$ cat config.mk
export PLATFORM = sky130hd
export DESIGN_NAME = boot_rom_entry_control
export DESIGN_NICKNAME = d
export VERILOG_FILES = /design/src/include/boot_entry_pkg.sv /design/src/verilog/boot_rom_entry_control.sv
export SDC_FILE = /design/constraint.sdc
export NUM_CORES = 1
export LEC_CHECK = 0
export BUFFER_PORTS_ARGS = -buffer_cell sky130_fd_sc_hd__clkbuf_2
export CORE_UTILIZATION = 40
export CTS_CLUSTER_SIZE = 24
export DETAILED_ROUTE_END_ITERATION = 12
export GPL_TIMING_DRIVEN = 0
export PLACE_DENSITY_LB_ADDON = 0.2
export SYNTH_ARGS = -nofsm -noshare
export SYNTH_HDL_FRONTEND = slang
export SYNTH_SLANG_ARGS = --single-unit
$ cat constraint.sdc
create_clock -name clk -period 1.4 [get_ports clk]
set_input_delay 0.14 -clock clk [delete_from_list [all_inputs] [get_ports clk]]
set_output_delay 0.14 -clock clk [all_outputs]
set_load 0.02 [all_outputs]
$ cat src/include/boot_entry_pkg.sv
// Constants for the boot ROM entry control block
package boot_entry_pkg;
  localparam logic [5:0] KEY_PATTERN = 6'h26;
  localparam int KEY_MSB = 7;
  localparam int KEY_LSB = 2;
  localparam logic [3:0] UNLOCK_CYCLES = 4'h8;
  localparam logic [15:0] RESET_VECTOR = 16'h0000;
  localparam logic [1:0] HV_HOLD_CYCLES = 2'h3;
  localparam logic [3:0] DEBOUNCE_CYCLES = 4'hF;
  localparam logic [1:0] LOAD_CLK_DIV = 2'h1;
  localparam logic FLEX_RESET = 1'b0;
  localparam logic SECURITY_RESET = 1'b0;
endpackage

$ cat src/verilog/boot_rom_entry_control.sv
// Boot ROM entry control: key window, jump/return steering, forced boot entry
`timescale 1ns/10ps
`default_nettype none

// What this block does
// - Jump-to-boot enters boot ROM only while the unlock flag is set.
// - Key is 100110 in bits 7..2; bits 1..0 ignored.
// - Wrong key leaves flag clear; jump-to-boot then stays in flash.
// - Breakpoint in emulation freezes the window counter while flag set.
// - Window keeps counting during interrupt servicing.
// - Return-to-flash moves execution from boot ROM to flash.
// - No flash execution while flash is being programmed; run from boot ROM.
// - High voltage on force pin at reset ignores flash-execute bit, boots ROM 0000.
// - Later plain reset starts flash 0000 unless flash-execute bit erased.
// - Forced boot never alters flash-execute or security bits.
// - Security bit clears only on mass erase, except user-level erase.
// - While force pin is high voltage, load clock drives the load clock pin.
// - Force pin reads one while high; boot waits low, debounces, enables ISP.
// - Reset with flash-execute one and no force starts flash address 0000.
module boot_rom_entry_control
#(
  parameter int CNT_W = 4
)
(
  input wire logic clk,
  input wire logic reset,
  input wire logic keyWrite,
  input wire logic [7:0] keyWriteData,
  input wire logic jumpToBootInstr,
  input wire logic returnToFlashInstr,
  input wire logic emulationMode,
  input wire logic breakpointHit,
  input wire logic flashProgramming,
  input wire logic hvForcePinHigh,
  input wire logic hvForcePinLevel,
  input wire logic massErase,
  input wire logic pageEraseOption,
  input wire logic userIspErase,
  input wire logic optionWrite,
  input wire logic optionFlexIn,
  input wire logic optionSecurityIn,
  output logic keyUnlocked,
  output logic execFromBoot,
  output logic [15:0] resetVector,
  output logic jumpIntoBoot,
  output logic jumpInFlash,
  output logic flashFetchBlocked,
  output logic forcedBoot,
  output logic forcePinRead,
  output logic ispEnable,
  output logic loadClockPinOut,
  output logic loadClockPinOe,
  output logic flexBit,
  output logic securityBit
);

  logic [CNT_W-1:0] windowCnt_q;
  logic unlock_q;
  logic bootMode_q;
  logic inReset_q;
  logic forced_q;
  // Option bits model non-volatile cells: power-up value only, reset leaves them alone
  logic flex_q = boot_entry_pkg::FLEX_RESET;
  logic sec_q = boot_entry_pkg::SECURITY_RESET;
  logic [1:0] hvHold_q;
  logic [3:0] debounce_q;
  logic isp_q;
  logic [1:0] divCnt_q;
  logic loadClk_q;
  logic oe_q;
  logic jumpBoot_q;
  logic jumpFlash_q;
  logic blocked_q;
  logic pinRead_q;
  logic [15:0] vector_q;
  logic keyMatch;
  logic freeze;
  logic enterBoot;

  assign keyMatch = keyWrite &&
    (keyWriteData[boot_entry_pkg::KEY_MSB:boot_entry_pkg::KEY_LSB]
     == boot_entry_pkg::KEY_PATTERN);
  // Interrupts are not an input here, so the window never pauses for them
  assign freeze = emulationMode && breakpointHit && unlock_q;
  assign enterBoot = jumpToBootInstr && unlock_q;

  // Unlock window counter
  always_ff @(posedge clk)
  begin
    if (reset)
    begin
      unlock_q <= 1'b0;
      windowCnt_q <= '0;
    end
    else if (keyMatch)
    begin
      unlock_q <= 1'b1;
      windowCnt_q <= CNT_W'(boot_entry_pkg::UNLOCK_CYCLES - 4'h1);
    end
    else if (freeze)
    begin
      windowCnt_q <= windowCnt_q;
    end
    else if (unlock_q)
    begin
      if (windowCnt_q == '0)
      begin
        unlock_q <= 1'b0;
      end
      else
      begin
        windowCnt_q <= windowCnt_q - CNT_W'(1);
      end
    end
  end
  // A wrong key simply never reaches the set branch above

  // Reset tracking: forced boot is sampled at the release edge, not under reset
  always_ff @(posedge clk)
  begin
    if (reset)
    begin
      inReset_q <= 1'b1;
      forced_q <= 1'b0;
    end
    else
    begin
      inReset_q <= 1'b0;
      if (inReset_q)
      begin
        forced_q <= hvForcePinHigh;
      end
    end
  end

  // Execution space
  always_ff @(posedge clk)
  begin
    if (reset)
    begin
      bootMode_q <= 1'b0;
      vector_q <= boot_entry_pkg::RESET_VECTOR;
      jumpBoot_q <= 1'b0;
      jumpFlash_q <= 1'b0;
    end
    else
    begin
      jumpBoot_q <= enterBoot;
      jumpFlash_q <= jumpToBootInstr && !unlock_q;
      if (inReset_q)
      begin
        // Flash-execute bit clear also lands in boot ROM, so an erased part is programmable
        bootMode_q <= hvForcePinHigh || !flex_q;
        vector_q <= boot_entry_pkg::RESET_VECTOR;
      end
      else if (enterBoot)
      begin
        bootMode_q <= 1'b1;
      end
      else if (returnToFlashInstr && bootMode_q)
      begin
        bootMode_q <= 1'b0;
      end
    end
  end

  // Flash fetch is blocked while programming; caller must already be in boot ROM
  always_ff @(posedge clk)
  begin
    if (reset)
    begin
      blocked_q <= 1'b0;
    end
    else
    begin
      blocked_q <= flashProgramming;
    end
  end

  // Option bits: forced entry has no path into them
  always_ff @(posedge clk)
  begin
    if (reset)
    begin
      flex_q <= flex_q;
      sec_q <= sec_q;
    end
    else if (massErase)
    begin
      flex_q <= 1'b0;
      sec_q <= 1'b0;
    end
    else if (optionWrite)
    begin
      flex_q <= optionFlexIn;
      // Security can be set freely but only a user-level routine may clear it
      sec_q <= optionSecurityIn | (sec_q & !userIspErase);
    end
    else if (pageEraseOption)
    begin
      flex_q <= 1'b0;
      if (userIspErase)
      begin
        sec_q <= 1'b0;
      end
    end
  end
  // hvForcePinHigh is not used in the block above

  // Load clock on the load clock pin while high voltage present
  always_ff @(posedge clk)
  begin
    if (reset)
    begin
      divCnt_q <= '0;
      loadClk_q <= 1'b0;
    end
    else if (hvForcePinHigh)
    begin
      if (divCnt_q == boot_entry_pkg::LOAD_CLK_DIV)
      begin
        divCnt_q <= '0;
        loadClk_q <= !loadClk_q;
      end
      else
      begin
        divCnt_q <= divCnt_q + 2'h1;
      end
    end
    else
    begin
      divCnt_q <= '0;
      loadClk_q <= 1'b0;
    end
  end

  // Load clock pin is driven for as long as high voltage is present
  always_ff @(posedge clk)
  begin
    if (reset)
    begin
      oe_q <= 1'b0;
    end
    else
    begin
      oe_q <= hvForcePinHigh;
    end
  end

  // Force pin read, hold count and debounce before ISP enable
  always_ff @(posedge clk)
  begin
    if (reset)
    begin
      pinRead_q <= 1'b0;
      hvHold_q <= '0;
      debounce_q <= '0;
      isp_q <= 1'b0;
    end
    else
    begin
      pinRead_q <= hvForcePinHigh || hvForcePinLevel;
      if (hvForcePinHigh && hvHold_q != boot_entry_pkg::HV_HOLD_CYCLES)
      begin
        hvHold_q <= hvHold_q + 2'h1;
      end
      if (!forced_q || isp_q)
      begin
        debounce_q <= '0;
      end
      else if (hvForcePinHigh || hvForcePinLevel)
      begin
        debounce_q <= '0;
      end
      else if (debounce_q == boot_entry_pkg::DEBOUNCE_CYCLES)
      begin
        isp_q <= 1'b1;
      end
      else
      begin
        debounce_q <= debounce_q + 4'h1;
      end
    end
  end

  assign keyUnlocked = unlock_q;
  assign execFromBoot = bootMode_q;
  assign resetVector = vector_q;
  assign jumpIntoBoot = jumpBoot_q;
  assign jumpInFlash = jumpFlash_q;
  assign flashFetchBlocked = blocked_q;
  assign forcedBoot = forced_q;
  assign forcePinRead = pinRead_q;
  assign ispEnable = isp_q;
  assign loadClockPinOut = loadClk_q;
  assign loadClockPinOe = oe_q;
  assign flexBit = flex_q;
  assign securityBit = sec_q;

endmodule // boot_rom_entry_control

`default_nettype wire

[Word-level counts from Yosys, hierarchy flattened]
Cells that the tools add are included.
Storage, ports and cells
  logic and storage cells: 78
  input bits: 24
  output and inout bits: 28
  register bits after elaboration: 23
Operators by class
  add/subtract/negate cells: 3
  multiplexer cells: 17
  bitwise gates (word level): 8
  reductions and logical operators: 28
  equality and inequality tests: 5
Operators with widths (number)
  1-bit two-way mux: 13
  3-bit two-way mux: 4
  3-bit AND reduction: 4
  3-bit nonzero test: 3
  6-bit == test (second input constant): 1
  1-bit logical AND: 6
  1-bit inverter: 6
  3-bit OR reduction: 2
  1-bit zero test: 5
  4-bit by 1-bit adder with 4-bit output (second input constant): 1
  4-bit == test (second input constant): 1
  4-bit zero test: 1
  2-bit != test (second input constant): 2
  2-bit OR reduction: 2
  4-bit by 1-bit subtractor with 4-bit output (second input constant): 1
  1-bit logical OR: 3
  2-bit by 1-bit adder with 2-bit output (second input constant): 1
  2-bit by 1-bit == test with 1-bit output (second input constant): 1
  2-bit AND reduction: 1
  2-bit nonzero test: 1
  1-bit bitwise AND: 1
  1-bit OR: 1

[Logic depth before layout (Yosys ltp)]
Gate-level depths: netlist (run 1).
  depth after elaboration: 5
  gate-level depth with buffers: 5
  gate-level depth less buffers: 5

[Worst setup path after synthesis (run 1)]
No wires, ideal clock.
  path kind: reg-to-reg
  from: register windowCnt_q[0]
  to: register windowCnt_q[1]
  library setup time: 0.128 ns
  stages on the path, launching flop included: 6
  slack: 0.045 ns
  period minus slack after synthesis: 1.355 ns
  data arrival time: 1.227 ns
  path buffers: 0
  data required time: 1.272 ns
  cell sequence: dfxtp_1 inv_1 ha_1 or3b_1 a221oi_1 a311oi_1
Between the ends
  longest elaborated chain between the ends: 5
  elaborated cells on any way between the ends: 8
  classes of those cells: 1 x add/sub; 1 x eq/ne; 4 x mux; 2 x reduce/logical
Ends and longest elaborated chain
  start, declared: RTL line boot_rom_entry_control.sv:57  | logic [CNT_W-1:0] windowCnt_q;
  start signal, assigned: RTL line boot_rom_entry_control.sv:98  | windowCnt_q <= CNT_W'(boot_entry_pkg::UNLOCK_CYCLES - 4'h1);
  start signal, assigned: RTL line boot_rom_entry_control.sv:102  | windowCnt_q <= windowCnt_q;
  start signal, assigned: RTL line boot_rom_entry_control.sv:112  | windowCnt_q <= windowCnt_q - CNT_W'(1);
  4-bit by 1-bit subtractor with 4-bit output: RTL line boot_rom_entry_control.sv:112
  3-bit two-way mux: RTL line boot_rom_entry_control.sv:106  | if (windowCnt_q == '0)
  3-bit two-way mux: RTL line boot_rom_entry_control.sv:104  | else if (unlock_q)
  3-bit two-way mux: RTL line boot_rom_entry_control.sv:100  | else if (freeze)
  3-bit two-way mux: RTL line boot_rom_entry_control.sv:95  | else if (keyMatch)
Several ways; a longest one is shown, not always the timed one. The select of a mux whose other input is x is not followed.
A chain may end at the register's enable or synchronous reset.

[Final worst setup path (run 1)]
Ends and elaborated chain as after synthesis.

==> reports/summary.md, run 1 <==
- result of the run: finished clean
- hold buffers post-CTS: 0
- maximum number of pins on one net before global-route repair: 14
- share of flip-flops with an asynchronous set or reset: 0
- clk sink count: 23
- type of the worst setup path: reg2reg
- leading cell types by total area after synthesis: sky130_fd_sc_hd__dfxtp_1 (39%), sky130_fd_sc_hd__buf_4 (11%), sky130_fd_sc_hd__edfxtp_1 (5.6%)
- layout-stage area growth over the synthesis result: 31.00%
- post-layout instance count excluding filler cells: 200
- Worst-path clk slew: 120 ps
- fraction of the mapped netlist area in compound gates: 0.1154
- maximum achievable frequency: 714.3 MHz
- WHS Endpoint: flashFetchBlocked
- global-route wire length before repair: 3077 µm
- worst skew pair latency: 300 ps
- CTS max path bufs: 2
- Cell Pwr Density: 849.1 nW/µm²
- CTS buffer count: 3
- via count normalized by instance count: 4.730
- WL per Instance: 10.10 µm
- worst voltage drop across the vdd grid: 0.7635 mV
- hold crit path type: in2reg
- number of antenna violations at the first check in global routing: 0
- number of pins with negative max-slew slack in the final report: 0
- max-cap check violation count: 0
- share of post-route cells with drive strength above 1: 0.4000
- final HPWL from detailed placement: 1531 µm
- antenna diode count: 0
- r2r worst-path depth: 5
- crit-path max FO: 5
- Min-Delay Startpoint: flashProgramming
- count of distinct cell types in the synthesized netlist: 34
- Post-Layout Inst Area: 1406 µm²
- synthesized-area fraction occupied by and/or/nand/nor cells: 0.2133
- static leakage: 0.6943 nW
- commonest register cell after synthesis: sky130_fd_sc_hd__dfxtp_1
- number of DRC markers after the initial detailed-route iteration: 9
- die span in x: 53.81 µm
- start of the worst register-to-register path: windowCnt_q[0]
- Final Routed Wirelength: 2020 µm
- residual DRC count: 0
- total iterations of the first detailed-routing run: 4
- largest registers in the final layout: debounce_q: 4 flops, windowCnt_q: 4 flops, divCnt_q: 2 flops
- share of the synthesized netlist area taken by xor and xnor gates: 0.01632
- top cells by count, synth: sky130_fd_sc_hd__dfxtp_1 (21), sky130_fd_sc_hd__buf_4 (16), sky130_fd_sc_hd__nor2_1 (13)
- placeable core region: 2500 µm²
- cell area after synthesis: 1074 µm²
- min cycle time layout: 1400 ps
- Post-synth EDFFs: 2
- Avg Synthesized Cell Area: 9.335 µm²
- Final setup violation count: 0
- Design Power: 1.194 mW
- cell area reported after detailed placement: 1333 µm²
- GRT overflow: 0
- DR vias: 946
- antenna-violating nets left: 0
- RSZ-0062 raised after global routing: true
- largest clock skew in the final design: 1.817 ps
- synth warn: 0
- CTS tree: done
- number of I/O port buffers: 33
- most common cell in the netlist: sky130_fd_sc_hd__dfxtp_1
- number of standard-cell rows in the floorplan: 18
- number of storage elements in the synthesis netlist: 23
- H-Tree Level Count: 1
- arrival time of data at the critical path endpoint: 1590 ps
- final number of hold-violating endpoints: 0
- startpoint type of the worst setup path: register
- final weighted congestion of routability-driven global placement: 0.8161
- number of instances in the synthesized netlist: 115
- register-to-register setup slack: 0.05 ps
- die height: 53.81 µm
- Boundary Pins: 52
- Worst setup EP type: register
- largest family of logic cells by synthesized area: simple AND/OR/NAND/NOR gates
- overall die area: 2895 µm²
- Yosys top cell area share: 0.3916
- Critical Path RT: 1590 ps
- GRT Util Overall: 0.1460
- initial core utilization: 0.4294
- sequential fraction of the synthesis area: 0.4476
- # nets final: 198
- proportion of synthesized area in mux cells: 0.01865
- hold depth: 2
- clock tree root buffer cell: sky130_fd_sc_hd__clkbuf_4
- number of placed instances with taps included: 193
- number of global-route vias before repair: 813
- adder and majority cell fraction of the synthesized area: 0.03497
- capturing point of the worst reg2reg path: windowCnt_q[1]
- Final period util: 1.000
- cell taking the most area after synthesis: sky130_fd_sc_hd__dfxtp_1
how the worst max path moves through the flow:
stage	from	end	cells after the start
after global placement	windowCnt_q[0]	windowCnt_q[1]	5
after CTS	windowCnt_q[0]	windowCnt_q[1]	5
after floorplan	windowCnt_q[0]	windowCnt_q[1]	5
final	windowCnt_q[0]	windowCnt_q[1]	5
after global routing	windowCnt_q[0]	windowCnt_q[1]	5
after detailed placement	windowCnt_q[0]	windowCnt_q[1]	5
critical path, cell delays in order, from the launching register on:
cell	delay, ps
sky130_fd_sc_hd__dfxtp_2	350
sky130_fd_sc_hd__inv_2	80
sky130_fd_sc_hd__ha_4	130
sky130_fd_sc_hd__or3b_4	410
sky130_fd_sc_hd__a221oi_2	240
sky130_fd_sc_hd__a311oi_1	80
cells by family after synthesis:
kind of cell | count (synthesis)
fa+ha+maj | 3
xor+xnor | 2
mux | 2
buf+inv | 25
other cells | 1
flops | 23
compound gates | 18
simple gates | 41
per-layer routing:
| metal | track usage | up-vias | wire (µm) |
|---|---|---|---|
| met2 | 0.2675 | 53 | 955 |
| met5 | 0 | - | 0 |
| met4 | 0.06140 | 0 | 0 |
| li1 | - | 480 | - |
| met3 | 0.04237 | 0 | 183 |
| met1 | 0.1527 | 413 | 880 |
stage by stage:
step	util	hold WS (ps)	setup slack (ps)	setup TNS (ps)
finish	0.5626	44.03	0.05296	0
global route	0.5626	23.32	-38.38	-49.91
CTS	0.5626	38.71	21.57	0
detailed placement	0.5330	364.6	-97.78	-113.8
global placement	0.5330	352.8	-56.58	-56.58
floorplan	-	167.7	45.02	0
repair_timing:
action | 4_1_cts | 5_1_grt
pin swaps | 3 | 1
hold endpoints to repair | 0 | 0
endpoints found under the setup margin | 3 | 4
resized for setup | 8 | 2
setup buffers | 3 | 0
cells in the final DEF, fill, tap and decap left out, types with 2 or more instances in the layout:
cell | synthesis | routed
sky130_fd_sc_hd__inv_2 | 0 | 2
sky130_fd_sc_hd__nand3_1 | 3 | 3
sky130_fd_sc_hd__nor3b_1 | 4 | 4
sky130_fd_sc_hd__nor3_1 | 7 | 7
sky130_fd_sc_hd__nand2_1 | 3 | 3
sky130_fd_sc_hd__a21oi_1 | 3 | 3
sky130_fd_sc_hd__clkbuf_4 | 0 | 3
sky130_fd_sc_hd__inv_1 | 8 | 6
sky130_fd_sc_hd__and3b_2 | 2 | 2
sky130_fd_sc_hd__a31oi_1 | 4 | 4
sky130_fd_sc_hd__dfxtp_2 | 0 | 2
sky130_fd_sc_hd__o21ai_0 | 3 | 3
sky130_fd_sc_hd__ha_1 | 3 | 2
sky130_fd_sc_hd__clkbuf_2 | 0 | 33
sky130_fd_sc_hd__nor2_1 | 13 | 13
sky130_fd_sc_hd__a21boi_1 | 0 | 2
sky130_fd_sc_hd__conb_1 | 1 | 16
sky130_fd_sc_hd__mux2i_1 | 2 | 2
sky130_fd_sc_hd__dfxtp_1 | 21 | 19
sky130_fd_sc_hd__edfxtp_1 | 2 | 2
sky130_fd_sc_hd__buf_4 | 16 | 19
power breakdown:
part / internal [mW] / total [mW] / switching [mW]
clock: 0.106 / 0.298 / 0.192
sequential: 0.685 / 0.697 / 0.0114
combinational: 0.0892 / 0.199 / 0.110
area by class of cell:
cell class | count | area [µm²]
buffer | 17 | 131.4
fill | 236 | 1094
clock inverter | 1 | 5.005
timing repair buffer | 36 | 187.7
clock buffer | 3 | 22.52
tap | 30 | 37.54
inverter | 8 | 30.03
multi-input combinational | 82 | 509.2
sequential | 23 | 483.0
No activity file was read; power rests on OpenSTA's default activity.
==> run 2: changes to the inputs <==
- CORE_UTILIZATION: 40 -> 45
- clock period: 1.4 -> 1.42 ns (I/O delays scaled with it)
==> reports/summary.md, run 2 (synthesized netlist as in run 1, its figures left out) <==
- number of cells on the critical path: 5
- maximum achievable frequency: 726.3 MHz
- leading cell types in the layout, fill and taps excluded: sky130_fd_sc_hd__clkbuf_2 (33), sky130_fd_sc_hd__dfxtp_1 (19), sky130_fd_sc_hd__buf_4 (18)
- CTS max path bufs: 2
- Clk pwr share: 0.253
- share of power burned in registers: 0.582
- overall die area: 2585 µm²
- worst skew pair latency: 310 ps
- hold depth: 1
- largest clock skew in the final design: 6.546 ps
- startpoint type of the worst setup path: register
- CTS buffer count: 3
- gr busiest metal: met2
- Switching Share: 0.2655
- RSZ-0062 raised after global routing: true
- number of global-route vias before repair: 831
- Worst setup EP type: register
- Boundary Pins: 52
- commonest non-fill, non-tap cell in the layout: sky130_fd_sc_hd__clkbuf_2
- antenna-violating nets left: 0
- Worst-path clk slew: 120 ps
- number of DRC markers after the initial detailed-route iteration: 16
- CTS tree: done
- residual DRC count: 0
- Power Internal: 868.2 µW
- number of placed instances with taps included: 191
- routing usage on met3: 0.03869
- static leakage: 0.6888 nW
- H-Tree Level Count: 1
- Largest stage delay, worst path: 410 ps
- final HPWL from detailed placement: 1537 µm
- die span in x: 50.84 µm
- Top delay family on crit path: simple AND/OR/NAND/NOR gates
- clock tree root buffer cell: sky130_fd_sc_hd__clkbuf_4
- crit-path max FO: 5
- post-layout instance count excluding filler cells: 197
- WL per Instance: 10.08 µm
- final weighted congestion of routability-driven global placement: 0.7050
- total iterations of the first detailed-routing run: 4
- Setup Total Neg Slack: 0 ps
- initial core utilization: 0.4807
- final number of hold-violating endpoints: 0
- maximum number of pins on one net before global-route repair: 14
- slowest cell on the critical path: sky130_fd_sc_hd__or3b_4
- via count normalized by instance count: 4.766
- final setup margin: 43.12 ps
- clk sink count: 23
- min cycle time layout: 1377 ps
- antenna diode count: 0
- type of the worst setup path: reg2reg
- largest registers in the final layout: debounce_q: 4 flops, windowCnt_q: 4 flops, divCnt_q: 2 flops
- buffers plus inverters on the worst setup path: 1
- Final Routed Wirelength: 1985 µm
- pre-CTS WS: -50.22 ps
- number of antenna violations at the first check in global routing: 0
- number of standard-cell rows in the floorplan: 17
- placeable core region: 2233 µm²
- arrival time of data at the critical path endpoint: 1570 ps
- power dissipated by switching net loads: 313.9 µW
- die height: 50.84 µm
- share of post-route cells with drive strength above 1: 0.3964
- number of I/O port buffers: 33
- worst voltage drop across the vdd grid: 0.4085 mV
- routing usage on met1: 0.1800
- Final period util: 0.9696
- hold buffers post-CTS: 0
- hold crit path type: in2reg
- DR vias: 939
- worst path cell trace: inv_2 > ha_4 > or3b_4 > a221oi_2 > a311oi_1
- layout-stage area growth over the synthesis result: 30.07%
- GRT overflow: 0
- global-route wire length before repair: 3139 µm
- GRT Util Overall: 0.1605
- result of the run: finished clean
- Critical Path RT: 1610 ps
- global routing usage on met2: 0.2844
- power share of the combinational group: 0.165
- Final setup violation count: 0
- number of pins with negative max-slew slack in the final report: 0
- r2r worst-path depth: 5
- Cell Pwr Density: 846.5 nW/µm²
- max-cap check violation count: 0
- # nets final: 197
==> run 2: power by group through the flow <==
stage	clock, mW	sequential (mW)	combinational, mW
finish	0.300	0.688	0.195
floorplan	0	0.720	0.115
global route	0.344	0.691	0.211
global placement	0	0.701	0.188
detailed placement	0	0.702	0.191
CTS	0.309	0.688	0.193
==> run 2: metal layers <==
metal | routed length, µm | vias up
met1 | 886 | 412
met5 | 0 | -
met3 | 143 | 4
met2 | 933 | 43
li1 | - | 480
met4 | 21 | 0
==> run 2: worst paths after layout <==
path | start | to | slack [ps]
worst min register to register | divCnt_q[0] | divCnt_q[0] | 440
worst min-delay path | reset | inReset_q | 40
worst max register to register | windowCnt_q[0] | windowCnt_q[1] | 40
worst max-delay path | windowCnt_q[0] | windowCnt_q[1] | 40
==> run 2: layout make-up <==
| cell class | instances | area (µm²) |
|---|---|---|
| fill | 200 | 837.1 |
| multi-input combinational | 82 | 509.2 |
| sequential | 23 | 483.0 |
| timing repair buffer | 35 | 180.2 |
| buffer | 17 | 131.4 |
| tap | 28 | 35.03 |
| inverter | 8 | 30.03 |
| clock buffer | 3 | 22.52 |
| clock inverter | 1 | 5.005 |
==> run 2: repair_timing <==
| action | CTS | global route |
|---|---|---|
| endpoints found under the hold margin | 0 | 0 |
| buffers inserted | 0 | 2 |
| setup endpoints to repair | 2 | 4 |
| pin swaps | 0 | 3 |
| gates resized for setup | 2 | 8 |
==> run 2: per-stage QoR <==
step                hold WS [ps]  power (mW)  utilization  area (µm²)
finish                     35.70       1.182       0.6252        1396
global route               30.26       1.246       0.6252        1396
CTS                        39.03       1.189       0.6118        1366
detailed placement         357.2      0.8929       0.5955        1330
global placement           351.1      0.8887       0.5955        1330
floorplan                  169.7      0.8347            -        1130
==> run 3: changes to the inputs <==
--- a/config.mk
+++ b/config.mk
@@ -7,6 +7,7 @@
 export LEC_CHECK = 0
 export BUFFER_PORTS_ARGS = -buffer_cell sky130_fd_sc_hd__clkbuf_2
+export CORE_ASPECT_RATIO = 1.25
 export CORE_UTILIZATION = 45
-export CTS_CLUSTER_SIZE = 24
+export CTS_CLUSTER_SIZE = 8
 export DETAILED_ROUTE_END_ITERATION = 12
 export GPL_TIMING_DRIVEN = 0
==> constraint.sdc (replaced) <==
create_clock -name clk -period 1.42 [get_ports clk]
set_input_delay 0.213 -clock clk [delete_from_list [all_inputs] [get_ports clk]]
set_output_delay 0.213 -clock clk [all_outputs]
set_load 0.02 [all_outputs]
==> reports/summary.md, run 3 (synthesized netlist as in run 1, its figures left out) <==
- CTS buffer count: 3
- layout-stage area growth over the synthesis result: 29.60%
- residual DRC count: 0
- number of I/O port buffers: 33
- Post-Route Hold Slack: 143.1 ps
- hold crit path type: in2reg
- Worst-path clk slew: 120 ps
- Highest Signal Layer: met4
- placeable core region: 2235 µm²
- met3 WL post-DR: 75 µm
- final weighted congestion of routability-driven global placement: 0.8383
- leading cell types in the layout, fill and taps excluded: sky130_fd_sc_hd__clkbuf_2 (33), sky130_fd_sc_hd__dfxtp_1 (19), sky130_fd_sc_hd__buf_4 (17)
- static leakage: 0.6791 nW
- min cycle time layout: 1382 ps
- Final period util: 0.9732
- arrival time of data at the critical path endpoint: 1580 ps
- share of post-route cells with drive strength above 1: 0.3869
- Final Util: 0.6226
- Min-Delay Startpoint: hvForcePinLevel
- length of routed met2 wiring: 1065 µm
- startpoint type of the worst setup path: register
- H-Tree Level Count: 1
- Final Routed Wirelength: 1988 µm
- DR vias: 919
- power dissipated by switching net loads: 297.5 µW
- number of standard-cell rows in the floorplan: 19
- commonest non-fill, non-tap cell in the layout: sky130_fd_sc_hd__clkbuf_2
- Worst setup EP type: register
- r2r worst-path depth: 5
- post-layout instance count excluding filler cells: 199
- Cell Pwr Density: 840.7 nW/µm²
- overall die area: 2586 µm²
- initial core utilization: 0.4804
- transition at the pin with the smallest max-transition slack: 559.2 ps
- antenna-violating nets left: 0
- Design Power: 1.170 mW
- maximum number of pins on one net before global-route repair: 13
- CTS max path bufs: 2
- max-cap check violation count: 0
- number of placed instances with taps included: 194
- number of global-route vias before repair: 797
- Metal-1 WL: 831 µm
- final number of hold-violating endpoints: 0
- maximum achievable frequency: 723.6 MHz
- Final setup violation count: 0
- antenna diode count: 0
- type of the worst setup path: reg2reg
- Critical Path RT: 1610 ps
- global-route wire length before repair: 3063 µm
- die span in x: 45.69 µm
- clk sink count: 23
- CTS tree: done
- number of DRC markers after the initial detailed-route iteration: 6
- hold depth: 3
- number of antenna violations at the first check in global routing: 0
- total iterations of the first detailed-routing run: 3
- pre-CTS WS: -56.00 ps
- number of pins with negative max-slew slack in the final report: 0
- Switching Share: 0.2543
- die height: 56.61 µm
- worst voltage drop across the vdd grid: 0.6255 mV
- result of the run: finished clean
- via count normalized by instance count: 4.618
- GRT overflow: 0
- crit-path max FO: 5
- power share of the combinational group: 0.167
- Boundary Pins: 52
- share of power burned in registers: 0.588
- capturing point of the worst reg2reg path: windowCnt_q[1]
- register-to-register setup slack: 40 ps
- GRT Util Overall: 0.1598
- hold buffers post-CTS: 0
- worst skew pair latency: 300 ps
- WHS Endpoint: forcePinRead
- final setup margin: 37.99 ps
- final HPWL from detailed placement: 1569 µm
- WL per Instance: 9.990 µm
- Power Internal: 872.2 µW
- # nets final: 196
- Clk pwr share: 0.245
- start of the worst register-to-register path: windowCnt_q[1]
- Slew headroom: 0.6239
- largest clock skew in the final design: 9.416 ps
- largest registers in the final layout: debounce_q: 4 flops, windowCnt_q: 4 flops, divCnt_q: 2 flops
- clock tree root buffer cell: sky130_fd_sc_hd__clkbuf_4
==> run 3: changes by cell type in the layout (fill, tap and decap cells not counted), sizes merged <==
| cell | delta |
|---|---|
| clkinv | -1 |
| clkbuf | +1 |
| buf | -1 |
==> run 3: what timing repair did <==
| item | in CTS | in global routing |
|---|---|---|
| resized for setup | 2 | 6 |
| setup endpoints to repair | 1 | 4 |
| setup buffers | 0 | 1 |
| pin swaps | 0 | 3 |
==> run 3: how the worst max path moves through the flow <==
stage | from | end | slack [ps] | depth (start not counted)
5_1_grt | windowCnt_q[1] | windowCnt_q[1] | -5 | 5
2_1_floorplan | windowCnt_q[0] | windowCnt_q[1] | 70 | 5
3_5_place_dp | windowCnt_q[0] | windowCnt_q[1] | -60 | 5
3_3_place_gp | windowCnt_q[0] | windowCnt_q[1] | -30 | 5
4_1_cts | windowCnt_q[0] | windowCnt_q[1] | 10 | 5
6_report | windowCnt_q[1] | windowCnt_q[1] | 40 | 5
==> run 3: cell type report <==
cell class	instances	area (µm²)
fill	212	843.3
multi-input combinational	82	509.2
sequential	23	483.0
timing repair buffer	34	172.7
buffer	17	131.4
tap	31	38.79
inverter	8	30.03
clock buffer	4	26.28
==> run 3: critical path, cell delays in order, from the launching register on <==
cell                       delay (ps)
sky130_fd_sc_hd__dfxtp_2          360
sky130_fd_sc_hd__inv_2             70
sky130_fd_sc_hd__ha_4             130
sky130_fd_sc_hd__or3b_4           400
sky130_fd_sc_hd__a221oi_2         250
sky130_fd_sc_hd__a311oi_1          60
==> run 3: per-stage QoR <==
step           setup TNS (ps)  instance area [µm²]
5_1_grt                -5.434                 1391
3_3_place_gp           -32.03                 1334
6_report                    0                 1391
4_1_cts                     0                 1369
2_1_floorplan               0                 1130
3_5_place_dp           -56.00                 1334
==> run 3: power by group through the flow <==
stage	logic, mW	clock network (mW)	registers, mW
detailed placement	0.192	0	0.702
finish	0.196	0.287	0.687
global route	0.213	0.324	0.690
floorplan	0.115	0	0.720
CTS	0.193	0.301	0.687
global placement	0.189	0	0.701
==> run 3: routing by layer <==
| metal | track usage | vias up |
|---|---|---|
| met4 | 0.09091 | 0 |
| met3 | 0.01929 | 2 |
| li1 | - | 476 |
| met1 | 0.1748 | 417 |
| met2 | 0.2796 | 24 |
| met5 | 0 | - |
